$ cat config.mk
export PLATFORM = sky130hd
export DESIGN_NAME = oam_unit
export DESIGN_NICKNAME = d
export VERILOG_FILES = /design/src/oam_pkg.sv /design/src/oam_mod_if.sv /design/src/oam_modulo.sv /design/src/oam_unit.sv
export SDC_FILE = /design/constraint.sdc
export NUM_CORES = 1
export LEC_CHECK = 0
export BUFFER_PORTS_ARGS = -buffer_cell sky130_fd_sc_hd__buf_2
export CORE_MARGIN = 2
export CORE_UTILIZATION = 42
export CTS_CLUSTER_DIAMETER = 50
export DETAILED_ROUTE_END_ITERATION = 7
export PLACE_DENSITY = 0.75
export SYNTH_ARGS = -nofsm -noshare
export SYNTH_HDL_FRONTEND = slang
export SYNTH_SLANG_ARGS = --single-unit
$ cat constraint.sdc
create_clock -name clk -period 2 [get_ports clk]
set_input_delay 0.3 -clock clk [delete_from_list [all_inputs] [get_ports clk]]
set_output_delay 0.3 -clock clk [all_outputs]
set_load 0.005 [all_outputs]
$ cat src/oam_pkg.sv
// package: addressing mode encodings and field layouts
package oam_pkg;
  localparam int DATA_W   = 16;
  localparam int REG_W    = 4;
  localparam int BR_LIT_W = 16;
  localparam int DI_LIT_W = 14;
  localparam int LIT8_W   = 8;
  localparam logic [3:0] REG_XA = 4'h8;
  localparam logic [3:0] REG_XB = 4'h9;
  localparam logic [3:0] REG_YA = 4'hA;
  localparam logic [3:0] REG_YB = 4'hB;
  localparam logic [15:0] RESET_WORD = 16'h0000;
  localparam logic [3:0] POST_MOD_2 = 4'h2;
  localparam logic [3:0] POST_MOD_4 = 4'h4;
  localparam logic [3:0] POST_MOD_6 = 4'h6;

  typedef enum logic [3:0] {
    OAM_MODE_DIRECT   = 4'b0000,
    OAM_MODE_IND      = 4'b0001,
    OAM_MODE_POSTINC  = 4'b0010,
    OAM_MODE_POSTDEC  = 4'b0011,
    OAM_MODE_PREINC   = 4'b0100,
    OAM_MODE_PREDEC   = 4'b0101,
    OAM_MODE_INDEXED  = 4'b0110,
    OAM_MODE_LITOFF   = 4'b0111,
    OAM_MODE_LIT8     = 4'b1000,
    OAM_MODE_LIT16    = 4'b1001
  } oam_mode_e;

  typedef enum logic [2:0] {
    OAM_CLS_MOVE   = 3'b000,
    OAM_CLS_ACC    = 3'b001,
    OAM_CLS_MAC    = 3'b010,
    OAM_CLS_BRANCH = 3'b011,
    OAM_CLS_INTERRUPT_DISABLE_OP   = 3'b100,
    OAM_CLS_IMPL   = 3'b101,
    OAM_CLS_NOP    = 3'b110,
    OAM_CLS_OTHER  = 3'b111
  } oam_class_e;

  typedef enum logic [1:0] {
    OAM_MAC_IND   = 2'b00,
    OAM_MAC_POST  = 2'b01,
    OAM_MAC_INDEX = 2'b10,
    OAM_MAC_NONE  = 2'b11
  } oam_macmode_e;
endpackage

$ cat src/oam_mod_if.sv
// interface: one modulo pointer wrap request and result
`timescale 1ns/1ps
`default_nettype none
interface oam_mod_if;
  logic        en;
  logic [15:0] ptr;
  logic [15:0] start;
  logic [15:0] stop;
  logic        up;
  logic [15:0] wrapped;
  modport user (output en, ptr, start, stop, up, input wrapped);
  modport unit (input en, ptr, start, stop, up, output wrapped);
endinterface
`default_nettype wire

$ cat src/oam_modulo.sv
// modulo wrap of one data pointer
`timescale 1ns/1ps
`default_nettype none
module oam_modulo (
  oam_mod_if.unit m
);
  always_comb begin
    m.wrapped = m.ptr;
    if (m.en && m.up && (m.ptr > m.stop)) begin // RL9
      m.wrapped = m.start;
    end else if (m.en && !m.up && (m.ptr < m.start)) begin // RL9
      m.wrapped = m.stop;
    end
  end
endmodule
`default_nettype wire

$ cat src/oam_unit.sv
// operand addressing mode unit: decode, legality, prefetch routing, modulo
`timescale 1ns/1ps
`default_nettype none
// Summary of operation
// RL1: move and accumulator accept indexed mode
// RL2: move modes independent, one shared offset field
// RL3: full mode set including 8/16-bit literals
// RL4: mac prefetch pointers only registers eight-eleven
// RL5: regs 8,9 to X; 10,11 to Y
// RL6: mac modes: indirect, post 2/4/6, indexed
// RL7: branch 16-bit signed, disable 14-bit unsigned
// RL8: implied operands; no-op carries none
// RL9: hardware modulo wrap of X and Y data pointers
// RL10: one X and one Y circular buffer
// RL11: mac indexed only on regs nine, eleven
// RL12: software keeps addresses in right space
module oam_unit (
  // clock and reset
  input  wire logic        clk,
  input  wire logic        rst,
  // decoded instruction
  input  wire logic        instr_valid,
  input  wire logic [2:0]  instr_class,
  input  wire logic [3:0]  src_mode,
  input  wire logic [3:0]  dst_mode,
  input  wire logic [3:0]  base_pointer_register,
  input  wire logic [3:0]  dst_base_register,
  input  wire logic [3:0]  offset_register_field,
  input  wire logic [15:0] literal_field,
  input  wire logic [3:0]  x_prefetch_reg,
  input  wire logic [1:0]  x_prefetch_mode,
  input  wire logic [3:0]  x_post_amount,
  input  wire logic [3:0]  y_prefetch_reg,
  input  wire logic [1:0]  y_prefetch_mode,
  input  wire logic [3:0]  y_post_amount,
  // register values
  input  wire logic [15:0] x_ptr_value,
  input  wire logic [15:0] y_ptr_value,
  // modulo setup
  input  wire logic        x_mod_en,
  input  wire logic [15:0] x_mod_start,
  input  wire logic [15:0] x_mod_end,
  input  wire logic        y_mod_en,
  input  wire logic [15:0] y_mod_start,
  input  wire logic [15:0] y_mod_end,
  // results
  output logic             op_ok,
  output logic             op_illegal,
  output logic             src_indexed,
  output logic             dst_indexed,
  output logic [3:0]       shared_offset_reg,
  output logic [15:0]      immediate_value,
  output logic             implied_acc,
  output logic             no_operands,
  output logic             x_agu_valid,
  output logic [3:0]       x_agu_reg,
  output logic             y_agu_valid,
  output logic [3:0]       y_agu_reg,
  output logic [15:0]      x_ptr_next,
  output logic [15:0]      y_ptr_next
);
  oam_mod_if xm ();
  oam_mod_if ym ();

  oam_modulo u_xmod (.m(xm));
  oam_modulo u_ymod (.m(ym));

  function automatic logic full_mode_ok(input logic [3:0] md);
    full_mode_ok = (md <= oam_pkg::OAM_MODE_LIT16); // RL3
  endfunction

  function automatic logic mac_ok(input logic [3:0] r, input logic [1:0] md,
                                  input logic [3:0] amt, input logic is_x);
    logic reg_ok;
    logic mode_ok;
    reg_ok = is_x ? (r == oam_pkg::REG_XA || r == oam_pkg::REG_XB)
                  : (r == oam_pkg::REG_YA || r == oam_pkg::REG_YB); // RL4 RL5
    case (md)
      oam_pkg::OAM_MAC_IND:   mode_ok = 1'b1;
      oam_pkg::OAM_MAC_POST:  mode_ok = (amt == oam_pkg::POST_MOD_2 ||
                                         amt == oam_pkg::POST_MOD_4 ||
                                         amt == oam_pkg::POST_MOD_6); // RL6
      oam_pkg::OAM_MAC_INDEX: mode_ok = is_x ? (r == oam_pkg::REG_XB)
                                             : (r == oam_pkg::REG_YB); // RL11
      default:                mode_ok = 1'b1;
    endcase
    mac_ok = (md == oam_pkg::OAM_MAC_NONE) || (reg_ok && mode_ok);
  endfunction

  function automatic logic [15:0] post_ptr(input logic [15:0] p, input logic [1:0] md,
                                          input logic [3:0] amt);
    post_ptr = (md == oam_pkg::OAM_MAC_POST) ? p + {12'h000, amt} : p;
  endfunction

  logic ok_c;
  logic is_mv;
  logic is_mac;
  logic [15:0] imm_c;

  assign is_mv  = (instr_class == oam_pkg::OAM_CLS_MOVE) ||
                  (instr_class == oam_pkg::OAM_CLS_ACC);
  assign is_mac = (instr_class == oam_pkg::OAM_CLS_MAC);

  always_comb begin
    case (instr_class)
      oam_pkg::OAM_CLS_MOVE:   ok_c = full_mode_ok(src_mode) && full_mode_ok(dst_mode); // RL2
      oam_pkg::OAM_CLS_ACC:    ok_c = full_mode_ok(src_mode); // RL1
      oam_pkg::OAM_CLS_MAC:    ok_c = mac_ok(x_prefetch_reg, x_prefetch_mode, x_post_amount,
                                             1'b1) &&
                                      mac_ok(y_prefetch_reg, y_prefetch_mode, y_post_amount,
                                             1'b0); // RL4 RL6
      default:                 ok_c = 1'b1;
    endcase
  end

  always_comb begin
    case (instr_class)
      oam_pkg::OAM_CLS_BRANCH: imm_c = literal_field; // RL7
      oam_pkg::OAM_CLS_INTERRUPT_DISABLE_OP:   imm_c = {2'b00, literal_field[13:0]}; // RL7
      default: begin
        if (src_mode == oam_pkg::OAM_MODE_LIT8) begin
          imm_c = {8'h00, literal_field[7:0]}; // RL3
        end else begin
          imm_c = literal_field; // RL3
        end
      end
    endcase
  end

  assign xm.en    = x_mod_en; // RL10
  assign xm.ptr   = post_ptr(x_ptr_value, x_prefetch_mode, x_post_amount);
  assign xm.start = x_mod_start;
  assign xm.stop  = x_mod_end;
  assign xm.up    = 1'b1;
  assign ym.en    = y_mod_en; // RL10
  assign ym.ptr   = post_ptr(y_ptr_value, y_prefetch_mode, y_post_amount);
  assign ym.start = y_mod_start;
  assign ym.stop  = y_mod_end;
  assign ym.up    = 1'b1;

  // legality and mode flags
  always_ff @(posedge clk or posedge rst) begin
    if (rst) begin
      op_ok       <= 1'b0;
      op_illegal  <= 1'b0;
      src_indexed <= 1'b0;
      dst_indexed <= 1'b0;
    end else begin
      op_ok       <= instr_valid && ok_c;
      op_illegal  <= instr_valid && !ok_c;
      src_indexed <= instr_valid && is_mv && (src_mode == oam_pkg::OAM_MODE_INDEXED); // RL1
      dst_indexed <= instr_valid && (instr_class == oam_pkg::OAM_CLS_MOVE) &&
                     (dst_mode == oam_pkg::OAM_MODE_INDEXED); // RL2
    end
  end

  // operand fields
  always_ff @(posedge clk or posedge rst) begin
    if (rst) begin
      shared_offset_reg <= 4'h0;
      immediate_value   <= oam_pkg::RESET_WORD;
      implied_acc       <= 1'b0;
      no_operands       <= 1'b0;
    end else if (instr_valid) begin
      shared_offset_reg <= offset_register_field; // RL2
      immediate_value   <= imm_c;
      implied_acc       <= (instr_class == oam_pkg::OAM_CLS_IMPL) || is_mac; // RL8
      no_operands       <= (instr_class == oam_pkg::OAM_CLS_NOP); // RL8
    end
  end

  // prefetch routing
  always_ff @(posedge clk or posedge rst) begin
    if (rst) begin
      x_agu_valid <= 1'b0;
      x_agu_reg   <= 4'h0;
      y_agu_valid <= 1'b0;
      y_agu_reg   <= 4'h0;
      x_ptr_next  <= oam_pkg::RESET_WORD;
      y_ptr_next  <= oam_pkg::RESET_WORD;
    end else begin
      x_agu_valid <= instr_valid && is_mac && ok_c &&
                     (x_prefetch_mode != oam_pkg::OAM_MAC_NONE); // RL5
      y_agu_valid <= instr_valid && is_mac && ok_c &&
                     (y_prefetch_mode != oam_pkg::OAM_MAC_NONE); // RL5
      x_agu_reg   <= x_prefetch_reg;
      y_agu_reg   <= y_prefetch_reg;
      x_ptr_next  <= xm.wrapped; // RL9
      y_ptr_next  <= ym.wrapped; // RL9
    end
  end

  logic unused_ok;
  assign unused_ok = ^{base_pointer_register, dst_base_register};
endmodule
`default_nettype wire
# After elaboration in Yosys (flattened, before gate mapping)
# Cells that the tools add are included.
[op_classes] add_sub_neg=2 n_lt_le_gt_ge=4 n_eq_ne=27 mux=11 reduce_logical=28
[ops] op="$mux W16" n=5
[ops] op="$add A16 B4 Y16" n=2
[ops] op="$gt A16 B16 Y1" n=2
[ops] op="$pmux W16 S2" n=1
[ops] op="$eq A4 B3 Y1 const B" n=6
[ops] op="$eq A4 B4 Y1 const B" n=5
[ops] op="$logic_and A1 B1 Y1" n=16
[ops] op="$logic_or A1 B1 Y1" n=10
[ops] op="$eq A3 B3 Y1 const B" n=3
[ops] op="$eq A2 B2 Y1 const B" n=4
[ops] op="$eq A4 B2 Y1 const B" n=2
[ops] op="$le A4 B4 Y1 const B" n=2
[ops] op="$eq A3 B2 Y1 const B" n=2
[ops] op="$eq A2 B1 Y1 const B" n=2
[ops] op="$ne A2 B2 Y1 const B" n=2
[ops] op="$pmux W1 S2" n=2
[ops] op="$eq A3 B1 Y1 const B" n=1
[ops] op="$logic_not A3 Y1" n=1
[ops] op="$pmux W1 S3" n=1
[ops] op="$mux W1" n=2
[ops] op="$logic_not A1 Y1" n=1
[totals] ff_bits=68 input_bits=160 out_inout_bits=68 wordCells=86

# Longest topological paths before layout
# Gate-level depths: netlist of the first run.
[depth] word_depth=11 depth_mapped=14 mapped_depth_nobuf=12

# Modules after synthesis
# A second synthesis of the first run with hierarchy kept.
[unflattened] hier_cells=634 area_unflattened_um2=5652.9
[by_module_without_submodules] mod="oam_unit" instances=1 cells_each=264 area_each_um2=3185.6 seq_area_each_um2=1701.6
[by_module_without_submodules] mod="oam_modulo" instances=2 cells_each=185 area_each_um2=1233.7 seq_area_each_um2=0.0

# Least setup slack after synthesis of the first run
# OpenSTA, ideal clock, no wires.
[synth_timing] path_type="in2reg" startpoint="in x_post_amount[0]" endpoint="reg x_ptr_next[10]" setup_ns=0.125 arrival_ns=3.245 required_time_ns=1.875 path_slack_ns=-1.370 stages=12 path_buffers=1 cell_sequence="ha_1 fa_1 a21o_1 a21oi_1 nor3_1 xor2_1 ha_1 nand4_1 a2111o_1 a31oi_4 buf_12 mux2_4"
[synth_between] elab_chain_cells=5
[synth_rtl] item="from (decl)" line_no="oam_unit.sv:32" rtl="input wire logic [3:0] x_post_amount,"
[synth_rtl] item="$add A16 B4 Y16 (*)" line_no="oam_unit.sv:92" rtl="post_ptr = (md == oam_pkg::OAM_MAC_POST) ? p + {12'h000, amt} : p;"
[synth_rtl] item="$mux W16 (*)" line_no="oam_unit.sv:92"
[synth_rtl] item="$gt A16 B16 Y1" line_no="oam_modulo.sv:9" rtl="if (m.en && m.up && (m.ptr > m.stop)) begin"
[synth_rtl] item="$logic_and A1 B1 Y1" line_no="oam_modulo.sv:9"
[synth_rtl] item="$mux W16 (*)" line_no="oam_modulo.sv:9"
[synth_rtl] item="net u_xmod.m.wrapped[10]" line_no="oam_mod_if.sv:12" rtl="modport unit (input en, ptr, start, stop, up, output wrapped);"
[synth_rtl] item="to (signal assigned)" line_no="oam_unit.sv:179" rtl="x_ptr_next <= oam_pkg::RESET_WORD;"
[synth_rtl] item="to (signal assigned)" line_no="oam_unit.sv:188" rtl="x_ptr_next <= xm.wrapped;"
[synth_rtl] item="to (decl)" line_no="oam_unit.sv:59" rtl="output logic [15:0] x_ptr_next,"
# Mark *: on every way through the listed nets, which the timed path passes. The rest lies on a longest branch.
# A chain may end at the register's enable or synchronous reset.

# Worst setup path after layout of the first run
[layout_timing] startpoint="in x_post_amount[0]" endpoint="reg x_ptr_next[15]"
# The elaborated chain is that of the path after synthesis.

==> summary.md, run 1 <==
| Metric | Value |
|---|---|
| Top-area cell type share of the netlist area | `between 30% and 40%` |
| Largest registers | `immediate_value: 16 flops, x_ptr_next: 16 flops, y_ptr_next: 16 flops` |
| CP Capture Type | `flip-flop` |
| Drt total wl | `roughly 14 mm` |
| CTS tree | `built` |
| Ranking of synthesized cells by area | `dfrtp_1 (39%), ha_1 (13%), mux2_2 (6.9%)` |
| Synthesized area per cell | `about 11 um2` |
| RSZ-0062 raised after global routing | `true` |
| Yosys synthesis warning count | `0` |
| Final clock skew | `0 ns` |
| Max Fclk | `between 300 and 400 MHz` |
| WHS | `0.0217 ns` |
| 1st-iter DRT viols | `152` |
| Critical Path, Cell by Cell | `buf_8, ha_4, fa_2, a21o_1, a21oi_2, buf_6, nor3_4, xor2_2, ha_1, nand4_1, buf_4, o41ai_4, a31oi_4, buf_6, mux2_4` |
| Peak supply drop | `~0.00033 V` |
| Final core occ | `between 60% and 70%` |
| Antenna violations before repair | `3` |
| Post-synth EDFFs | `0` |
| CP Data Arrival Time | `between 3 and 4 ns` |
| DRT Pass-1 Iters | `4` |
| Count of different cell masters after synthesis | `52` |
| Vias post-DR | `between 4,000 and 5,000` |
| Vias in the first global route | `around 4,600` |
| Most used DFF post-synth | `dfrtp_1` |
| Leakage | `0.00364 uW` |
| CTS buffer count | `9` |
| Yosys reg bits | `68` |
| Gate Count Post-Synth | `between 300 and 400` |
| Startpoint Class | `primary input` |
| Starting Density | `a little over two fifths` |
| Top post-synthesis cells by count | `dfrtp_1 (68), ha_1 (46), inv_1 (43)` |
| Clock Latency Late Sink | `0.34 ns` |
| Slew headroom | `roughly three fifths` |
| Final Worst Setup Slack | `-1.08 ns` |
| Die Ht | `between 100 and 150 um` |
| PortBufs | `219` |
| Root Driver | `clkbuf_8` |
| H-tree depth | `3` |
| First-pass GRT wire length | `21.0 mm` |
| Nets | `928` |
| Hold buffers post-CTS | `0` |
| WS Path Type | `in -> reg` |
| Max incr delay on CP | `roughly 0.40 ns` |
| Total power | `between 3000 and 4000 uW` |
| # diodes | `0` |
| I/O pins | `228` |
| Fin. Hold Viols | `0` |
| Worst Max-Slew Pin Slew | `0.599 ns` |
| Hold Crit Class | `in -> async` |
| Core Area | `slightly above 10,000 um2` |
| Share of layout cells above drive strength 1 | `between 50% and 60%` |
| Post-layout minimum cycle time | `between 3 and 4 ns` |
| Final setup vio count | `32` |
| Synth async-reset ratio | `100%` |
| Top-count cell post-synth | `dfrtp_1` |
| Status | `finished, violations left` |
| Total congestion overflow | `0` |
| Clk pin slew, worst setup/hold paths | `roughly 0.080 ns` |
| Longest Clk Path Bufs | `2` |
| HPWL Detailed | `approximately 11 mm` |
| TNS Setup | `-31.54 ns` |
| Pin count of the biggest net entering global routing | `46` |
| Die span in x | `between 100 and 150 um` |
| CTS Sinks | `roughly 70` |
| Buf/Inv on CP | `4` |
| Worst Path Required | `2.21 ns` |
| Mapped Nets | `~600` |
| Crit path max-delay cell type | `o41ai_4` |
| Via density | `~5` |
| Final Max Tran Viols | `0` |
| Post-synth top area cell | `dfrtp_1` |
| Die area | `between 10,000 and 15,000 um2` |
| Site Rows | `37` |
| Max FO, Critical Path | `5` |
| Gr usage total | `23.5%` |
| DRC | `0` |
| Cell family with the largest share of critical-path delay | `compound AO/OA/AOI/OAI gates` |
| Area delta synth->final | `57.4%` |
| Mapped Area | `between 4000 and 5000 um2` |
| Wire per inst | `15.9 um` |
| Final Cycle Share | `154%` |
| Sequential area share after synthesis | `38.6%` |
| Max-Cap Viols | `0` |
| Failing checks | `negative setup slack` |
| Power Density | `547 nW/um2` |
| Routed Antenna Nets | `0` |
| Most used cell, CP | `buf_6` |
| Gp weighted congestion | `approximately 0.87` |
timing repair:
action / 4_1_cts / 5_1_grt
setup buffers: 17 / 1
pin swaps: 38 / 13
gates resized for setup: 50 / 8
endpoints found under the setup margin: 32 / 33
cloned: 1 / 0
through the flow:
stage / cells / cell area [um2] / setup slack, ns
after floorplan: 394 / 4510 / -1.16
after global placement: 829 / 6380 / -1.33
after detailed placement: 829 / 6380 / -1.43
after CTS: 863 / 6950 / -1.00
after global routing: 861 / 6940 / -1.15
final: 861 / 6940 / -1.08
cells by family after synthesis:
logic type | after synthesis | synth area share [%]
and+or+nand+nor | 85 | 11.0
AOI/OAI and AO/OA | 65 | 11.8
buffers and inverters | 52 | 5.36
DFF | 68 | 38.6
adders and majority gates | 48 | 14.0
xor gates and xnor gates | 27 | 5.36
muxes | 49 | 13.9
power by group:
part,leakage (uW),switching [uW],internal [uW],total [uW]
Clock,0.0000937,556,456,1010
Combinational,0.00274,551,698,1250
Sequential,0.000811,40.4,1500,1540
layout by cell type, fill, tap and decap left out, types with 3 or more instances in the layout:
| master | instances |
|---|---|
| mux2_2 | 16 |
| mux2i_1 | 4 |
| a211oi_1 | 4 |
| inv_1 | 41 |
| xnor2_1 | 12 |
| dfrtp_1 | 68 |
| nand3_2 | 5 |
| xor2_1 | 7 |
| buf_2 | 211 |
| buf_4 | 94 |
| a22o_1 | 8 |
| o211ai_1 | 4 |
| ha_1 | 40 |
| clkinv_2 | 3 |
| buf_6 | 16 |
| and4_1 | 5 |
| nand3_1 | 14 |
| nor3_1 | 3 |
| a21oi_1 | 11 |
| o21a_1 | 3 |
| and3_1 | 4 |
| ha_4 | 5 |
| mux2_4 | 29 |
| nand4_1 | 13 |
| a21oi_2 | 3 |
| clkbuf_8 | 9 |
| nor2_1 | 13 |
| xnor2_2 | 7 |
| o21ai_0 | 9 |
| nand2_1 | 9 |
final timing paths:
kind | depth (start not counted) | endpoint | slack (ns) | from
worst max-delay path | 15 | x_ptr_next[15] | -1.08 | x_post_amount[0]
worst min-delay path | 2 | x_ptr_next[9] | 0.02 | rst
worst max register to register | 1 | immediate_value[1] | 1.23 | immediate_value[1]
worst min register to register | 1 | implied_acc | 0.48 | implied_acc
max in group asynchronous | 3 | x_ptr_next[4] | 1.37 | rst
min in group clk | 1 | y_agu_reg[2] | 0.08 | y_prefetch_reg[2]
metal layers:
layer / vias to the layer above / routed length, um / GRT usage [%] / share of wire (%)
li1: 2084 / - / - / -
met1: 2051 / 5140 / 24.9 / 38
met2: 200 / 7290 / 45.2 / 53
met3: 36 / 897 / 4.78 / 6.6
met4: 6 / 316 / 8.81 / 2.3
met5: - / 34 / 0 / 0.25
area by class of cell:
| type | count | area, um2 |
|---|---|---|
| multi-input cells | 274 | 2750 |
| clock inverters | 7 | 50.0 |
| flip-flops and latches | 68 | 1700 |
| inverters | 44 | 171 |
| fillers | 781 | 3330 |
| repair buffers | 323 | 1980 |
| well taps | 136 | 170 |
| clock buffers | 9 | 124 |
Power figures use the tool's default switching activity.
==> run 2, diff against run 1 <==
--- a/config.mk
+++ b/config.mk
@@ -10,6 +10,7 @@
 export CORE_UTILIZATION = 42
 export CTS_CLUSTER_DIAMETER = 50
 export DETAILED_ROUTE_END_ITERATION = 7
+export GPL_TIMING_DRIVEN = 0
 export PLACE_DENSITY = 0.75
 export SYNTH_ARGS = -nofsm -noshare
 export SYNTH_HDL_FRONTEND = slang
==> run 2 against run 1 <==
  * The run still ends with negative setup slack left
  * First-iteration DRC count decreased by 14%
  * Worst setup slack worse by 0.022 ns
  * Sequential power about the same
  * Combinational power decreased by 3%
  * Clock-buffer cell count grew 2
  * Total power is 2.9% higher
  * Final area shrank 3.5%
  * Flip-flop and latch count unchanged
  * Global-route usage down 0.12 points
  * Die area stayed put
  * Largest power group unchanged
  * Register-to-register slack about the same
==> summary.md, run 2 (synthesized netlist as in run 1, its figures left out) <==
| Metric | Value |
|---|---|
| CP Data Arrival Time | `3.33 ns (was 3.29 ns)` |
| Die Ht | `106 um (unchanged)` |
| Post-layout minimum cycle time | `3.10 ns (was 3.08 ns)` |
| Drt total wl | `13.5 mm (was 13.7 mm)` |
| Die area | `11,300 um2 (unchanged)` |
| R2R cell count | `1 (unchanged)` |
| Max FO, Critical Path | `6 (was 5)` |
| 1st-iter DRT viols | `130 (was 152)` |
| Layout Cells excl Fill | `803 (was 861)` |
| Nets | `870 (was 928)` |
| PortBufs | `217 (was 219)` |
| Startpoint Class | `primary input (unchanged)` |
| RSZ-0062 raised after global routing | `true (unchanged)` |
| H-tree depth | `3 (unchanged)` |
| WHS | `0.0140 ns (was 0.0217 ns)` |
| Hold Crit Class | `in -> async (unchanged)` |
| Gp weighted congestion | `0.832 (was 0.872)` |
| Final Worst Setup Slack | `-1.10 ns (was -1.08 ns)` |
| Max-Cap Viols | `0 (unchanged)` |
| Clk pin slew, worst setup/hold paths | `0.07 ns (was 0.08 ns)` |
| Total power | `3910 uW (was 3800 uW)` |
| Placed insts | `748 (was 829)` |
| Area delta synth->final | `51.9% (was 57.4%)` |
| Site Rows | `37 (unchanged)` |
| I/O pins | `228 (unchanged)` |
| Status | `finished, violations left (unchanged)` |
| Vias post-DR | `4,146 (was 4,377)` |
| First-pass GRT wire length | `20.6 mm (was 21.0 mm)` |
| Vias in the first global route | `4,273 (was 4,575)` |
| Slew headroom | `60.3% (was 60.0%)` |
| Hold buffers post-CTS | `0 (unchanged)` |
| Starting Density | `42.9% (unchanged)` |
| Wire per inst | `16.9 um (was 15.9 um)` |
| Filler Cells Inserted | `813 (was 781)` |
| Routed Antenna Nets | `0 (unchanged)` |
| CTS buffer count | `9 (unchanged)` |
| Clock Latency Late Sink | `0.35 ns (was 0.34 ns)` |
| Total congestion overflow | `0 (unchanged)` |
| Share of layout cells above drive strength 1 | `56.1% (was 58.9%)` |
| Gr usage total | `23.3% (was 23.5%)` |
| Max Fclk | `323 MHz (was 325 MHz)` |
| CTS Sinks | `68 (unchanged)` |
| Commonest non-fill, non-tap cells in the layout | `buf_2 (210), dfrtp_1 (68), inv_1 (41), ha_1 (37), mux2_4 (30) (was buf_2 (211), buf_4 (94), dfrtp_1 (68), inv_1 (41), ha_1 (40))` |
| Die span in x | `106 um (unchanged)` |
| Antenna violations before repair | `1 (was 3)` |
| Longest Clk Path Bufs | `2 (unchanged)` |
| # diodes | `0 (unchanged)` |
| Most common cell after layout, fill and taps aside | `buf_2 (unchanged)` |
| Peak supply drop | `0.000393 V (was 0.000331 V)` |
| Core Area | `10,300 um2 (unchanged)` |
| Final core occ | `65.2% (was 67.6%)` |
| TNS Setup | `-33.48 ns (was -31.54 ns)` |
| Failing checks | `negative setup slack (unchanged)` |
| CP Capture Type | `flip-flop (unchanged)` |
| CTS tree | `built (unchanged)` |
| DRT Pass-1 Iters | `4 (unchanged)` |
| WS Path Type | `in -> reg (unchanged)` |
| CP startpoint | `x_ptr_value[0] (was x_post_amount[0])` |
| Final Max Tran Viols | `0 (unchanged)` |
| HPWL Detailed | `10.2 mm (was 10.8 mm)` |
| Root Driver | `clkbuf_8 (unchanged)` |
| DRC | `0 (unchanged)` |
| Final Cycle Share | `155% (was 154%)` |
| Worst Path Required | `2.23 ns (was 2.21 ns)` |
| Power Density | `583 nW/um2 (was 547 nW/um2)` |
| Via density | `5.16 (was 5.08)` |
| Pin count of the biggest net entering global routing | `45 (was 46)` |
| Largest registers | `immediate_value: 16 flops, x_ptr_next: 16 flops, y_ptr_next: 16 flops (unchanged)` |
| RR Startpoint | `immediate_value[4] (was immediate_value[1])` |
| Fin. Hold Viols | `0 (unchanged)` |
| Worst Max-Slew Pin Slew | `0.595 ns (was 0.599 ns)` |
| Final clock skew | `0 ns (unchanged)` |
| Final setup vio count | `32 (unchanged)` |
| Leakage | `0.00340 uW (was 0.00364 uW)` |
| Register-to-register setup slack | `1.23 ns (about the same)` |
run 2: worst paths after layout:
kind / end
min in group clk: y_agu_reg[0]
min reg2reg: implied_acc
max reg2reg: immediate_value[4]
max in group asynchronous: y_agu_valid
min: x_ptr_next[10]
max: x_ptr_next[3]
run 2: metrics by stage:
stage | cell area, um2 | setup slack (ns)
2_1_floorplan | 4510 | -1.16
3_3_place_gp | 5760 | -1.66
3_5_place_dp | 5780 | -1.74
4_1_cts | 6520 | -1.07
5_1_grt | 6700 | -1.17
6_report | 6700 | -1.10
run 2: final cells by class:
type | count | area [um2] | share of cell area, %
multi-input cells | 274 | 2840 | 42.4
clock buffers | 11 | 141 | 2.11
repair buffers | 258 | 1550 | 23.1
clock inverters | 5 | 61.3 | 0.915
well taps | 136 | 170 | 2.54
plain buffers | 7 | 67.6 | 1.01
flip-flops and latches | 68 | 1700 | 25.4
inverters | 44 | 171 | 2.56
run 2: power by group:
part	switching (uW)	internal, uW	total, uW
combinational	552	655	1210
clock	550	612	1160
sequential	41.1	1500	1540
total	1140	2760	3910
run 2: timing repair:
item	4_1_cts	5_1_grt
cloned	1	0
pin swaps	34	21
endpoints found under the setup margin	32	33
gates resized for setup	57	25
setup buffers	30	10
run 2: critical path: stages:
cell,delay [ns]
buf_6,0.10
ha_4,0.16
fa_2,0.33
a21o_1,0.19
a21oi_4,0.28
nor2_2,0.08
xor2_1,0.18
ha_1,0.32
nand4_1,0.17
a2111o_1,0.43
a31oi_4,0.22
buf_6,0.14
buf_6,0.12
mux2_4,0.30
run 2: routing by layer:
layer | wire (um) | GRT usage (%) | vias up | share of wire [%]
met5 | 13 | 0 | - | 0.096
met4 | 397 | 11.0 | 2 | 2.9
met3 | 1070 | 6.99 | 34 | 7.9
met2 | 7090 | 41.8 | 187 | 52
met1 | 4960 | 25.1 | 1957 | 37
li1 | - | - | 1966 | -
